**config.mk**
```make
export PLATFORM = sky130hd
export DESIGN_NAME = hb_node_flat
export DESIGN_NICKNAME = d
export VERILOG_FILES = /design/src/shared/hb_pkg.sv /design/src/shared/fieldbus_if.sv /design/src/hw/hb_node.sv /design/src/flat_wrapper.sv
export SDC_FILE = /design/constraint.sdc
export NUM_CORES = 1
export LEC_CHECK = 0
export BUFFER_PORTS_ARGS = -buffer_cell sky130_fd_sc_hd__buf_2
export CORE_ASPECT_RATIO = 1.25
export CORE_UTILIZATION = 60
export DETAILED_ROUTE_END_ITERATION = 8
export GPL_TIMING_DRIVEN = 0
export HOLD_SLACK_MARGIN = 0.15
export PLACE_DENSITY = 0.85
export SLEW_MARGIN = 20
export SYNTH_ARGS = -nofsm -noshare
export SYNTH_HDL_FRONTEND = slang
export SYNTH_SLANG_ARGS = --single-unit
```
**constraint.sdc**
```tcl
create_clock -name clock -period 6 [get_ports clock]
set_clock_uncertainty 0.2 [all_clocks]
set_input_delay 0.6 -clock clock [delete_from_list [all_inputs] [get_ports clock]]
set_output_delay 0.6 -clock clock [all_outputs]
set_load 0.01 [all_outputs]
```
**src/shared/hb_pkg.sv**
```systemverilog
// Constants shared by the heartbeat node and its network partner.
`default_nettype none
package hb_pkg;
  localparam int CLK_PERIOD_NS = 50;
  localparam int MS_PERIOD_NS  = 1_000_000;
  localparam int MS_CYCLES     = MS_PERIOD_NS / CLK_PERIOD_NS;

  localparam logic [15:0] IDX_CONSUMER = 16'h1016;
  localparam logic [15:0] IDX_PRODUCER = 16'h1017;
  localparam logic [15:0] IDX_STORE    = 16'h1010;
  localparam logic [15:0] IDX_RESTORE  = 16'h1011;

  localparam logic [7:0] SUB_COUNT = 8'h00;
  localparam logic [7:0] SUB_ALL   = 8'h01;
  localparam logic [7:0] SUB_COMM  = 8'h02;
  localparam logic [7:0] SUB_APP   = 8'h03;

  localparam int CONS_TIME_LSB = 0;
  localparam int CONS_TIME_W   = 16;
  localparam int CONS_NODE_LSB = 16;
  localparam int CONS_NODE_W   = 8;
  localparam int CONS_STORE_W  = 24;

  localparam logic [23:0] CONSUMER_RESET  = 24'h00_0000;
  localparam logic [15:0] PRODUCER_RESET  = 16'h0000;
  localparam logic [31:0] CONS_ENTRIES    = 32'h0000_0001;
  localparam logic [31:0] CMD_ENTRIES     = 32'h0000_0003;
  localparam logic [31:0] CMD_READ_VALUE  = 32'h0000_0001;

  localparam logic [31:0] SAVE_WORD = 32'h6576_6173;
  localparam logic [31:0] LOAD_WORD = 32'h6461_6F6C;
endpackage : hb_pkg
`default_nettype wire

```
**src/shared/fieldbus_if.sv**
```systemverilog
// Frame-level link between the node and the network master or peers.
`default_nettype none
interface fieldbus_if;
  logic        hb_dev_valid;
  logic [7:0]  hb_dev_node;
  logic        hb_net_valid;
  logic [7:0]  hb_net_node;
  logic        sdo_req;
  logic        sdo_we;
  logic [15:0] sdo_index;
  logic [7:0]  sdo_sub;
  logic [31:0] sdo_wdata;
  logic        sdo_done;
  logic        sdo_abort;
  logic [31:0] sdo_rdata;
  logic        nmt_reset_comm;
  logic        nmt_reset_node;

  modport node (
    output hb_dev_valid, hb_dev_node, sdo_done, sdo_abort, sdo_rdata,
    input  hb_net_valid, hb_net_node, sdo_req, sdo_we, sdo_index,
    input  sdo_sub, sdo_wdata, nmt_reset_comm, nmt_reset_node
  );
  modport master (
    input  hb_dev_valid, hb_dev_node, sdo_done, sdo_abort, sdo_rdata,
    output hb_net_valid, hb_net_node, sdo_req, sdo_we, sdo_index,
    output sdo_sub, sdo_wdata, nmt_reset_comm, nmt_reset_node
  );
endinterface : fieldbus_if
`default_nettype wire

```
**src/hw/hb_node.sv**
```systemverilog
// Heartbeat producer, heartbeat consumer and store/restore command decode.
`default_nettype none
module hb_node
  import hb_pkg::*;
#(
  parameter int MS_CYCLES_P = MS_CYCLES
) (
  input  wire logic       clock,
  input  wire logic       resetn,
  fieldbus_if.node        bus,
  input  wire logic [7:0] node_id,
  output logic            hb_fail_pulse,
  output logic [7:0]      hb_fail_node,
  output logic            supervising,
  output logic            store_pulse,
  output logic [1:0]      store_scope,
  output logic            restore_pulse,
  output logic [1:0]      restore_scope
);

  localparam int MS_W = $clog2(MS_CYCLES_P);

  typedef enum logic [2:0] {
    CONS_OFF   = 3'b001,
    CONS_ARMED = 3'b010,
    CONS_WATCH = 3'b100
  } cons_state_e;

  function automatic logic cmd_sub_ok(input logic [7:0] sub);
    return (sub >= SUB_ALL) && (sub <= SUB_APP);
  endfunction

  logic [MS_W-1:0] ms_cnt_ff;
  logic [23:0]     cons_entry_ff;
  logic [15:0]     prod_time_ff, prod_ms_ff, cons_ms_ff, cons_time;
  logic [7:0]      hb_node_ff, fail_node_ff, cons_node;
  logic [31:0]     rdata_ff, nxt_rdata;
  logic [1:0]      scope_ff;
  cons_state_e     cons_state_ff, nxt_cons_state;
  logic            ms_tick, param_rst, hb_out_ff, done_ff, abort_ff;
  logic            nxt_abort, wr_cons, wr_prod, wr_store, wr_restore;
  logic            fail_ff, store_ff, restore_ff, hb_match, expire;

  // Network-commanded resets return every written parameter to default.
  assign param_rst = !resetn || bus.nmt_reset_comm
                     || bus.nmt_reset_node;

  // The millisecond base is never restarted by network resets, so
  // timing of other nodes on a shared divider is unaffected.
  assign ms_tick = (ms_cnt_ff == MS_W'(MS_CYCLES_P - 1));

  always_ff @(posedge clock) begin
    if (!resetn || ms_tick) begin
      ms_cnt_ff <= '0;
    end else begin
      ms_cnt_ff <= ms_cnt_ff + 1'b1;
    end
  end

  always_comb begin
    nxt_abort  = 1'b0;
    nxt_rdata  = 32'h0000_0000;
    wr_cons    = 1'b0;
    wr_prod    = 1'b0;
    wr_store   = 1'b0;
    wr_restore = 1'b0;
    unique case (bus.sdo_index)
      IDX_CONSUMER: begin
        if (bus.sdo_sub == SUB_COUNT) begin
          nxt_rdata = CONS_ENTRIES;
          nxt_abort = bus.sdo_we;
        end else if (bus.sdo_sub == SUB_ALL) begin
          nxt_rdata = {8'h00, cons_entry_ff};
          wr_cons   = bus.sdo_we;
        end else begin
          nxt_abort = 1'b1;
        end
      end
      IDX_PRODUCER: begin
        if (bus.sdo_sub == SUB_COUNT) begin
          nxt_rdata = {16'h0000, prod_time_ff};
          wr_prod   = bus.sdo_we;
        end else begin
          nxt_abort = 1'b1;
        end
      end
      IDX_STORE, IDX_RESTORE: begin
        if (bus.sdo_sub == SUB_COUNT) begin
          nxt_rdata = CMD_ENTRIES;
          nxt_abort = bus.sdo_we;
        end else if (cmd_sub_ok(bus.sdo_sub)) begin
          nxt_rdata = CMD_READ_VALUE;
          if (bus.sdo_we && bus.sdo_index == IDX_STORE) begin
            wr_store  = (bus.sdo_wdata == SAVE_WORD);
            nxt_abort = (bus.sdo_wdata != SAVE_WORD);
          end else if (bus.sdo_we) begin
            wr_restore = (bus.sdo_wdata == LOAD_WORD);
            nxt_abort  = (bus.sdo_wdata != LOAD_WORD);
          end
        end else begin
          nxt_abort = 1'b1;
        end
      end
      default: begin
        nxt_abort = 1'b1;
      end
    endcase
  end

  always_ff @(posedge clock) begin
    if (!resetn) begin
      done_ff  <= 1'b0;
      abort_ff <= 1'b0;
      rdata_ff <= 32'h0000_0000;
    end else begin
      done_ff  <= bus.sdo_req;
      abort_ff <= bus.sdo_req && nxt_abort;
      if (bus.sdo_req && !bus.sdo_we) begin
        rdata_ff <= nxt_rdata;
      end
    end
  end

  always_ff @(posedge clock) begin
    if (param_rst) begin
      cons_entry_ff <= CONSUMER_RESET;
      prod_time_ff  <= PRODUCER_RESET;
    end else if (bus.sdo_req && wr_cons) begin
      cons_entry_ff <= bus.sdo_wdata[CONS_STORE_W-1:0];
    end else if (bus.sdo_req && wr_prod) begin
      prod_time_ff <= bus.sdo_wdata[15:0];
    end
  end

  // Producer: pushes one frame when the count of ticks hits the period.
  always_ff @(posedge clock) begin
    if (param_rst || (bus.sdo_req && wr_prod)
        || prod_time_ff == 16'h0000) begin
      prod_ms_ff <= 16'h0000;
      hb_out_ff  <= 1'b0;
    end else if (ms_tick && (prod_ms_ff + 16'h0001 == prod_time_ff)) begin
      prod_ms_ff <= 16'h0000;
      hb_out_ff  <= 1'b1;
    end else begin
      prod_ms_ff <= ms_tick ? prod_ms_ff + 16'h0001 : prod_ms_ff;
      hb_out_ff  <= 1'b0;
    end
  end

  always_ff @(posedge clock) begin
    if (!resetn) begin
      hb_node_ff <= 8'h00;
    end else begin
      hb_node_ff <= node_id;
    end
  end

  assign cons_time = cons_entry_ff[CONS_TIME_LSB +: CONS_TIME_W];
  assign cons_node = cons_entry_ff[CONS_NODE_LSB +: CONS_NODE_W];
  assign hb_match  = bus.hb_net_valid && (bus.hb_net_node == cons_node);
  // A heartbeat in the expiry cycle wins, so no false failure is seen.
  assign expire    = (cons_state_ff == CONS_WATCH) && ms_tick && !hb_match
                     && (cons_ms_ff + 16'h0001 == cons_time);

  always_comb begin
    nxt_cons_state = cons_state_ff;
    unique case (cons_state_ff)
      CONS_OFF: begin
        if (cons_time != 16'h0000) begin
          nxt_cons_state = CONS_ARMED;
        end
      end
      CONS_ARMED: begin
        if (cons_time == 16'h0000) begin
          nxt_cons_state = CONS_OFF;
        end else if (hb_match) begin
          nxt_cons_state = CONS_WATCH;
        end
      end
      CONS_WATCH: begin
        if (cons_time == 16'h0000) begin
          nxt_cons_state = CONS_OFF;
        end else if (expire) begin
          nxt_cons_state = CONS_ARMED;
        end
      end
      default: begin
        nxt_cons_state = CONS_OFF;
      end
    endcase
  end

  always_ff @(posedge clock) begin
    if (param_rst || (bus.sdo_req && wr_cons)) begin
      cons_state_ff <= CONS_OFF;
    end else begin
      cons_state_ff <= nxt_cons_state;
    end
  end

  always_ff @(posedge clock) begin
    if (param_rst || cons_state_ff != CONS_WATCH || hb_match) begin
      cons_ms_ff <= 16'h0000;
    end else if (ms_tick) begin
      cons_ms_ff <= cons_ms_ff + 16'h0001;
    end
  end

  always_ff @(posedge clock) begin
    if (!resetn) begin
      fail_ff      <= 1'b0;
      fail_node_ff <= 8'h00;
    end else begin
      fail_ff <= expire && !(bus.sdo_req && wr_cons);
      if (expire) begin
        fail_node_ff <= cons_node;
      end
    end
  end

  // Commands are only announced here; the persistent memory is outside.
  always_ff @(posedge clock) begin
    if (!resetn) begin
      store_ff   <= 1'b0;
      restore_ff <= 1'b0;
      scope_ff   <= 2'b00;
    end else begin
      store_ff   <= bus.sdo_req && wr_store;
      restore_ff <= bus.sdo_req && wr_restore;
      if (bus.sdo_req && (wr_store || wr_restore)) begin
        scope_ff <= bus.sdo_sub[1:0];
      end
    end
  end

  assign bus.hb_dev_valid = hb_out_ff;
  assign bus.hb_dev_node  = hb_node_ff;
  assign bus.sdo_done     = done_ff;
  assign bus.sdo_abort    = abort_ff;
  assign bus.sdo_rdata    = rdata_ff;
  assign hb_fail_pulse    = fail_ff;
  assign hb_fail_node     = fail_node_ff;
  assign supervising      = (cons_state_ff == CONS_WATCH);
  assign store_pulse      = store_ff;
  assign store_scope      = scope_ff;
  assign restore_pulse    = restore_ff;
  assign restore_scope    = scope_ff;

endmodule : hb_node
`default_nettype wire

```
**src/flat_wrapper.sv**
```systemverilog
// flat-port wrapper written by rule: the top's interface ports become plain ports
module hb_node_flat import hb_pkg::*;
#(
  parameter int MS_CYCLES_P = MS_CYCLES
)
  (clock, resetn, node_id, hb_fail_pulse, hb_fail_node, supervising, store_pulse, store_scope, restore_pulse, restore_scope, bus_hb_dev_valid, bus_hb_dev_node, bus_sdo_done, bus_sdo_abort, bus_sdo_rdata, bus_hb_net_valid, bus_hb_net_node, bus_sdo_req, bus_sdo_we, bus_sdo_index, bus_sdo_sub, bus_sdo_wdata, bus_nmt_reset_comm, bus_nmt_reset_node);
  fieldbus_if bus_i ();
  input  wire logic clock;
  input  wire logic resetn;
  input  wire logic [7:0] node_id;
  output logic hb_fail_pulse;
  output logic [7:0] hb_fail_node;
  output logic supervising;
  output logic store_pulse;
  output logic [1:0] store_scope;
  output logic restore_pulse;
  output logic [1:0] restore_scope;
  output wire logic [$bits(bus_i.hb_dev_valid)-1:0] bus_hb_dev_valid;
  output wire logic [$bits(bus_i.hb_dev_node)-1:0] bus_hb_dev_node;
  output wire logic [$bits(bus_i.sdo_done)-1:0] bus_sdo_done;
  output wire logic [$bits(bus_i.sdo_abort)-1:0] bus_sdo_abort;
  output wire logic [$bits(bus_i.sdo_rdata)-1:0] bus_sdo_rdata;
  input wire logic [$bits(bus_i.hb_net_valid)-1:0] bus_hb_net_valid;
  input wire logic [$bits(bus_i.hb_net_node)-1:0] bus_hb_net_node;
  input wire logic [$bits(bus_i.sdo_req)-1:0] bus_sdo_req;
  input wire logic [$bits(bus_i.sdo_we)-1:0] bus_sdo_we;
  input wire logic [$bits(bus_i.sdo_index)-1:0] bus_sdo_index;
  input wire logic [$bits(bus_i.sdo_sub)-1:0] bus_sdo_sub;
  input wire logic [$bits(bus_i.sdo_wdata)-1:0] bus_sdo_wdata;
  input wire logic [$bits(bus_i.nmt_reset_comm)-1:0] bus_nmt_reset_comm;
  input wire logic [$bits(bus_i.nmt_reset_node)-1:0] bus_nmt_reset_node;
  assign bus_hb_dev_valid = bus_i.hb_dev_valid;
  assign bus_hb_dev_node = bus_i.hb_dev_node;
  assign bus_sdo_done = bus_i.sdo_done;
  assign bus_sdo_abort = bus_i.sdo_abort;
  assign bus_sdo_rdata = bus_i.sdo_rdata;
  assign bus_i.hb_net_valid = bus_hb_net_valid;
  assign bus_i.hb_net_node = bus_hb_net_node;
  assign bus_i.sdo_req = bus_sdo_req;
  assign bus_i.sdo_we = bus_sdo_we;
  assign bus_i.sdo_index = bus_sdo_index;
  assign bus_i.sdo_sub = bus_sdo_sub;
  assign bus_i.sdo_wdata = bus_sdo_wdata;
  assign bus_i.nmt_reset_comm = bus_nmt_reset_comm;
  assign bus_i.nmt_reset_node = bus_nmt_reset_node;
  hb_node #(.MS_CYCLES_P(MS_CYCLES_P)) u_core (.clock(clock), .resetn(resetn), .bus(bus_i), .node_id(node_id), .hb_fail_pulse(hb_fail_pulse), .hb_fail_node(hb_fail_node), .supervising(supervising), .store_pulse(store_pulse), .store_scope(store_scope), .restore_pulse(restore_pulse), .restore_scope(restore_scope));
endmodule
```
==> results.json <==
{
  "antenna_found_initial": 0,
  "crit_family": "simple AND/OR/NAND/NOR gates",
  "die_y_um": 125,
  "cts_max_path_buffers": 2,
  "nFillCells": 905,
  "cts_buffers": 17,
  "placed_cells": 1171,
  "min_period_over_period_pct": 57.3,
  "grt_max_degree": 17,
  "grt_setup_unrepaired": "false",
  "area_delta_synth_final_pct": 19.9,
  "post_cts_resized": 0,
  "slowest_delay_ns": 0.74,
  "ios": 138,
  "p_leak_nw": 3.20,
  "crit_path_top_delay_cell": "nor4_2",
  "place.gp.congestion": 0.982,
  "crit_chain": "ha_1, nand4_1, or3_1, a211oi_1, o2111ai_1, nor4_2, buf_2, nor3_1",
  "viasPerCell": 6.00,
  "hpwlAfterDp_mm": 15.0,
  "grt_pass1_wl_mm": 33.2,
  "cts_tree": "done",
  "rows": 44,
  "vias": 7214,
  "outcome": "completed",
  "clk_pin_slew_ns": 0.06,
  "synth.lib_cells_used.distinct": 68,
  "post_drt_wl_per_cell_um": 17.0,
  "die_w_um": 100,
  "cp_data_arrival_time_ns": 3.54,
  "fin_nets": 1111,
  "worst_pin_slew_ns": 0.934,
  "firstDrtPassIters": 6,
  "hold_path_class": "in2reg",
  "final_cell_area_sq_um": 8680,
  "async_reset_ff_share_pct": 0,
  "ys_seq_area_share_pct": 38.2,
  "syn_inst": 875,
  "path_class": "reg2reg",
  "drtIter0Drc": 600,
  "ys_warn_count": 0,
  "hold_viol": 0,
  "place_area_sq_um": 8110,
  "overflow": 0,
  "cts_root_buffer": "clkbuf_16",
  "critPathMaxFanout": 10,
  "ant_nets": 0,
  "relSlewSlack_pct": 37.3,
  "setup-violations-final": 0,
  "grt_use_total_pct": 33.8,
  "cts_setup_buffers": 0,
  "critical_path_buf_inv_count": 1,
  "synth_edf_count": 0,
  "drive_gt1_share_pct": 19.7,
  "syn_area_per_cell_sq_um": 8.27,
  "cp.required_ns": 6.10,
  "p_per_area_nw_per_um2": 234,
  "synth_top_flop_cell": "dfxtp_1",
  "critPathCaptureType": "flop",
  "instances_no_fill": 1203,
  "io_buffer_count": 128,
  "antenna_cells": 0,
  "tns_ns": 0,
  "ys_ff_latch": 138,
  "maxCapViolations": 0,
  "die-area_sq_um": 12500,
  "start_util_pct": 62.0,
  "core_sq_um": 11700,
  "clk_latency_ns": 0.43,
  "drt_wl_total_mm": 20.4,
  "min_period_ns": 3.44,
  "netlist_area_sq_um": 7240,
  "ir_drop_v": 0.000154,
  "postCtsHoldBufs": 0,
  "cts_max_level": 4,
  "max_clock_freq_mhz": 291,
  "clock-sinks": 138,
  "maxSlewViolCount": 0,
  "setup.worst_path.start_class": "flop",
  "drc": 0,
  "hold_slack_ns": 0.182,
  "grt_pass1_vias": 6918,
  "final_util_pct": 74.4
}
per-stage QoR:
| stage | power [W] | setup WS [ns] |
|---|---|---|
| 2_1_floorplan | 0.000986 | 3.11 |
| 3_3_place_gp | 0.00103 | 2.60 |
| 3_5_place_dp | 0.00104 | 2.57 |
| 4_1_cts | 0.00204 | 2.67 |
| 5_1_grt | 0.00209 | 2.37 |
| 6_report | 0.00203 | 2.56 |
registers in the layout, summed over array words and instances, names as in the netlist:
name and flops:
u_core.prod_time_ff 16, u_core.prod_ms_ff 16, u_core.bus.sdo_done 1, u_core.bus.hb_dev_valid 1, u_core.cons_entry_ff 24, u_core.ms_cnt_ff 15, u_core.store_pulse 1, u_core.hb_fail_node 8
u_core.bus.sdo_abort 1, u_core.cons_ms_ff 16, u_core.hb_fail_pulse 1, u_core.restore_pulse 1, u_core.bus.hb_dev_node 8, u_core.bus.sdo_rdata 24, u_core.cons_state_ff 3, u_core.restore_scope 2
routing by layer:
metal / track usage [%] / part of all wire, %
met1: 38.7 / 37
met3: 7.63 / 8.2
met5: 0 / 0
met2: 56.0 / 48
met4: 21.7 / 6.2
final timing paths:
kind / startpoint / endpoint / slack [ns] / cells after the start
setup / recovery: u_core.prod_ms_ff[0] / u_core.prod_ms_ff[14] / 2.56 / 8
hold / removal: node_id[0] / u_core.bus.hb_dev_node[0] / 0.18 / 2
setup reg to reg: u_core.prod_ms_ff[0] / u_core.prod_ms_ff[14] / 2.56 / 8
hold reg to reg: u_core.hb_fail_node[6] / u_core.hb_fail_node[6] / 0.26 / 2
layout by cell type, fill, tap and decap left out, drive strengths merged, types with 8 or more instances in the layout:
cell | Yosys | routed
o21ai | 13 | 13
nor2b | 31 | 31
nand2b | 11 | 11
a22o | 14 | 14
inv | 10 | 20
a21oi | 51 | 51
xor2 | 31 | 31
nand2 | 135 | 135
a22oi | 22 | 22
conb | 1 | 8
xnor2 | 58 | 58
nor3 | 32 | 32
buf | 31 | 159
clkbuf | 34 | 51
nand3 | 25 | 25
mux2i | 12 | 12
nand4 | 23 | 23
nor4 | 25 | 25
and4 | 14 | 14
or3 | 8 | 8
and2 | 12 | 12
nor2 | 55 | 55
dfxtp | 138 | 138
Yosys cell counts (7+ instances only):
| library cell | n | area share (%) |
|---|---|---|
| a21oi_1 | 51 | 3.5 |
| nand2_1 | 135 | 7.0 |
| nor4_1 | 23 | 2.0 |
| a22oi_1 | 22 | 2.3 |
| nand3_1 | 24 | 1.7 |
| mux2i_1 | 12 | 1.7 |
| buf_4 | 11 | 1.1 |
| or3_1 | 8 | 0.69 |
| clkbuf_1 | 33 | 1.7 |
| xnor2_1 | 58 | 7.0 |
| nand4_1 | 23 | 2.0 |
| a22o_1 | 14 | 1.7 |
| nand2b_1 | 11 | 0.95 |
| nor2_1 | 55 | 2.9 |
| and2_1 | 12 | 1.0 |
| buf_2 | 16 | 1.1 |
| or4_1 | 7 | 0.73 |
| inv_1 | 10 | 0.52 |
| and4_1 | 14 | 1.7 |
| nor2b_1 | 31 | 2.7 |
| dfxtp_1 | 138 | 38 |
| nor3_1 | 31 | 2.1 |
| xor2_1 | 31 | 3.8 |
| o21ai_0 | 13 | 0.90 |
logic make-up after synthesis:
| group | share of synthesized area [%] |
|---|---|
| and+or+nand+nor | 31.6 |
| DFF | 38.2 |
| AOI/OAI and AO/OA | 12.0 |
| xor gates and xnor gates | 10.8 |
| buffers and inverters | 5.12 |
| muxes | 1.82 |
| adders and majority gates | 0.519 |
| other | 0.0518 |
report_power, final:
| group | switching (W) | internal [W] | leakage (nW) |
|---|---|---|---|
| sequential | 0.00000259 | 0.000921 | 1.11 |
| combinational | 0.0000539 | 0.0000409 | 1.81 |
| clock | 0.000463 | 0.000553 | 0.278 |
| total | 0.000520 | 0.00152 | 3.20 |
layout make-up:
type	instances	area, sq um	area share [%]
multi-input combinational	668	4130	47.6
sequential	138	2760	31.8
timing repair buffer	128	641	7.38
clock buffer	17	425	4.90
buffer	65	329	3.79
tap	161	201	2.32
clock inverter	15	149	1.72
inverter	11	41.3	0.476
Power figures use the tool's default switching activity.
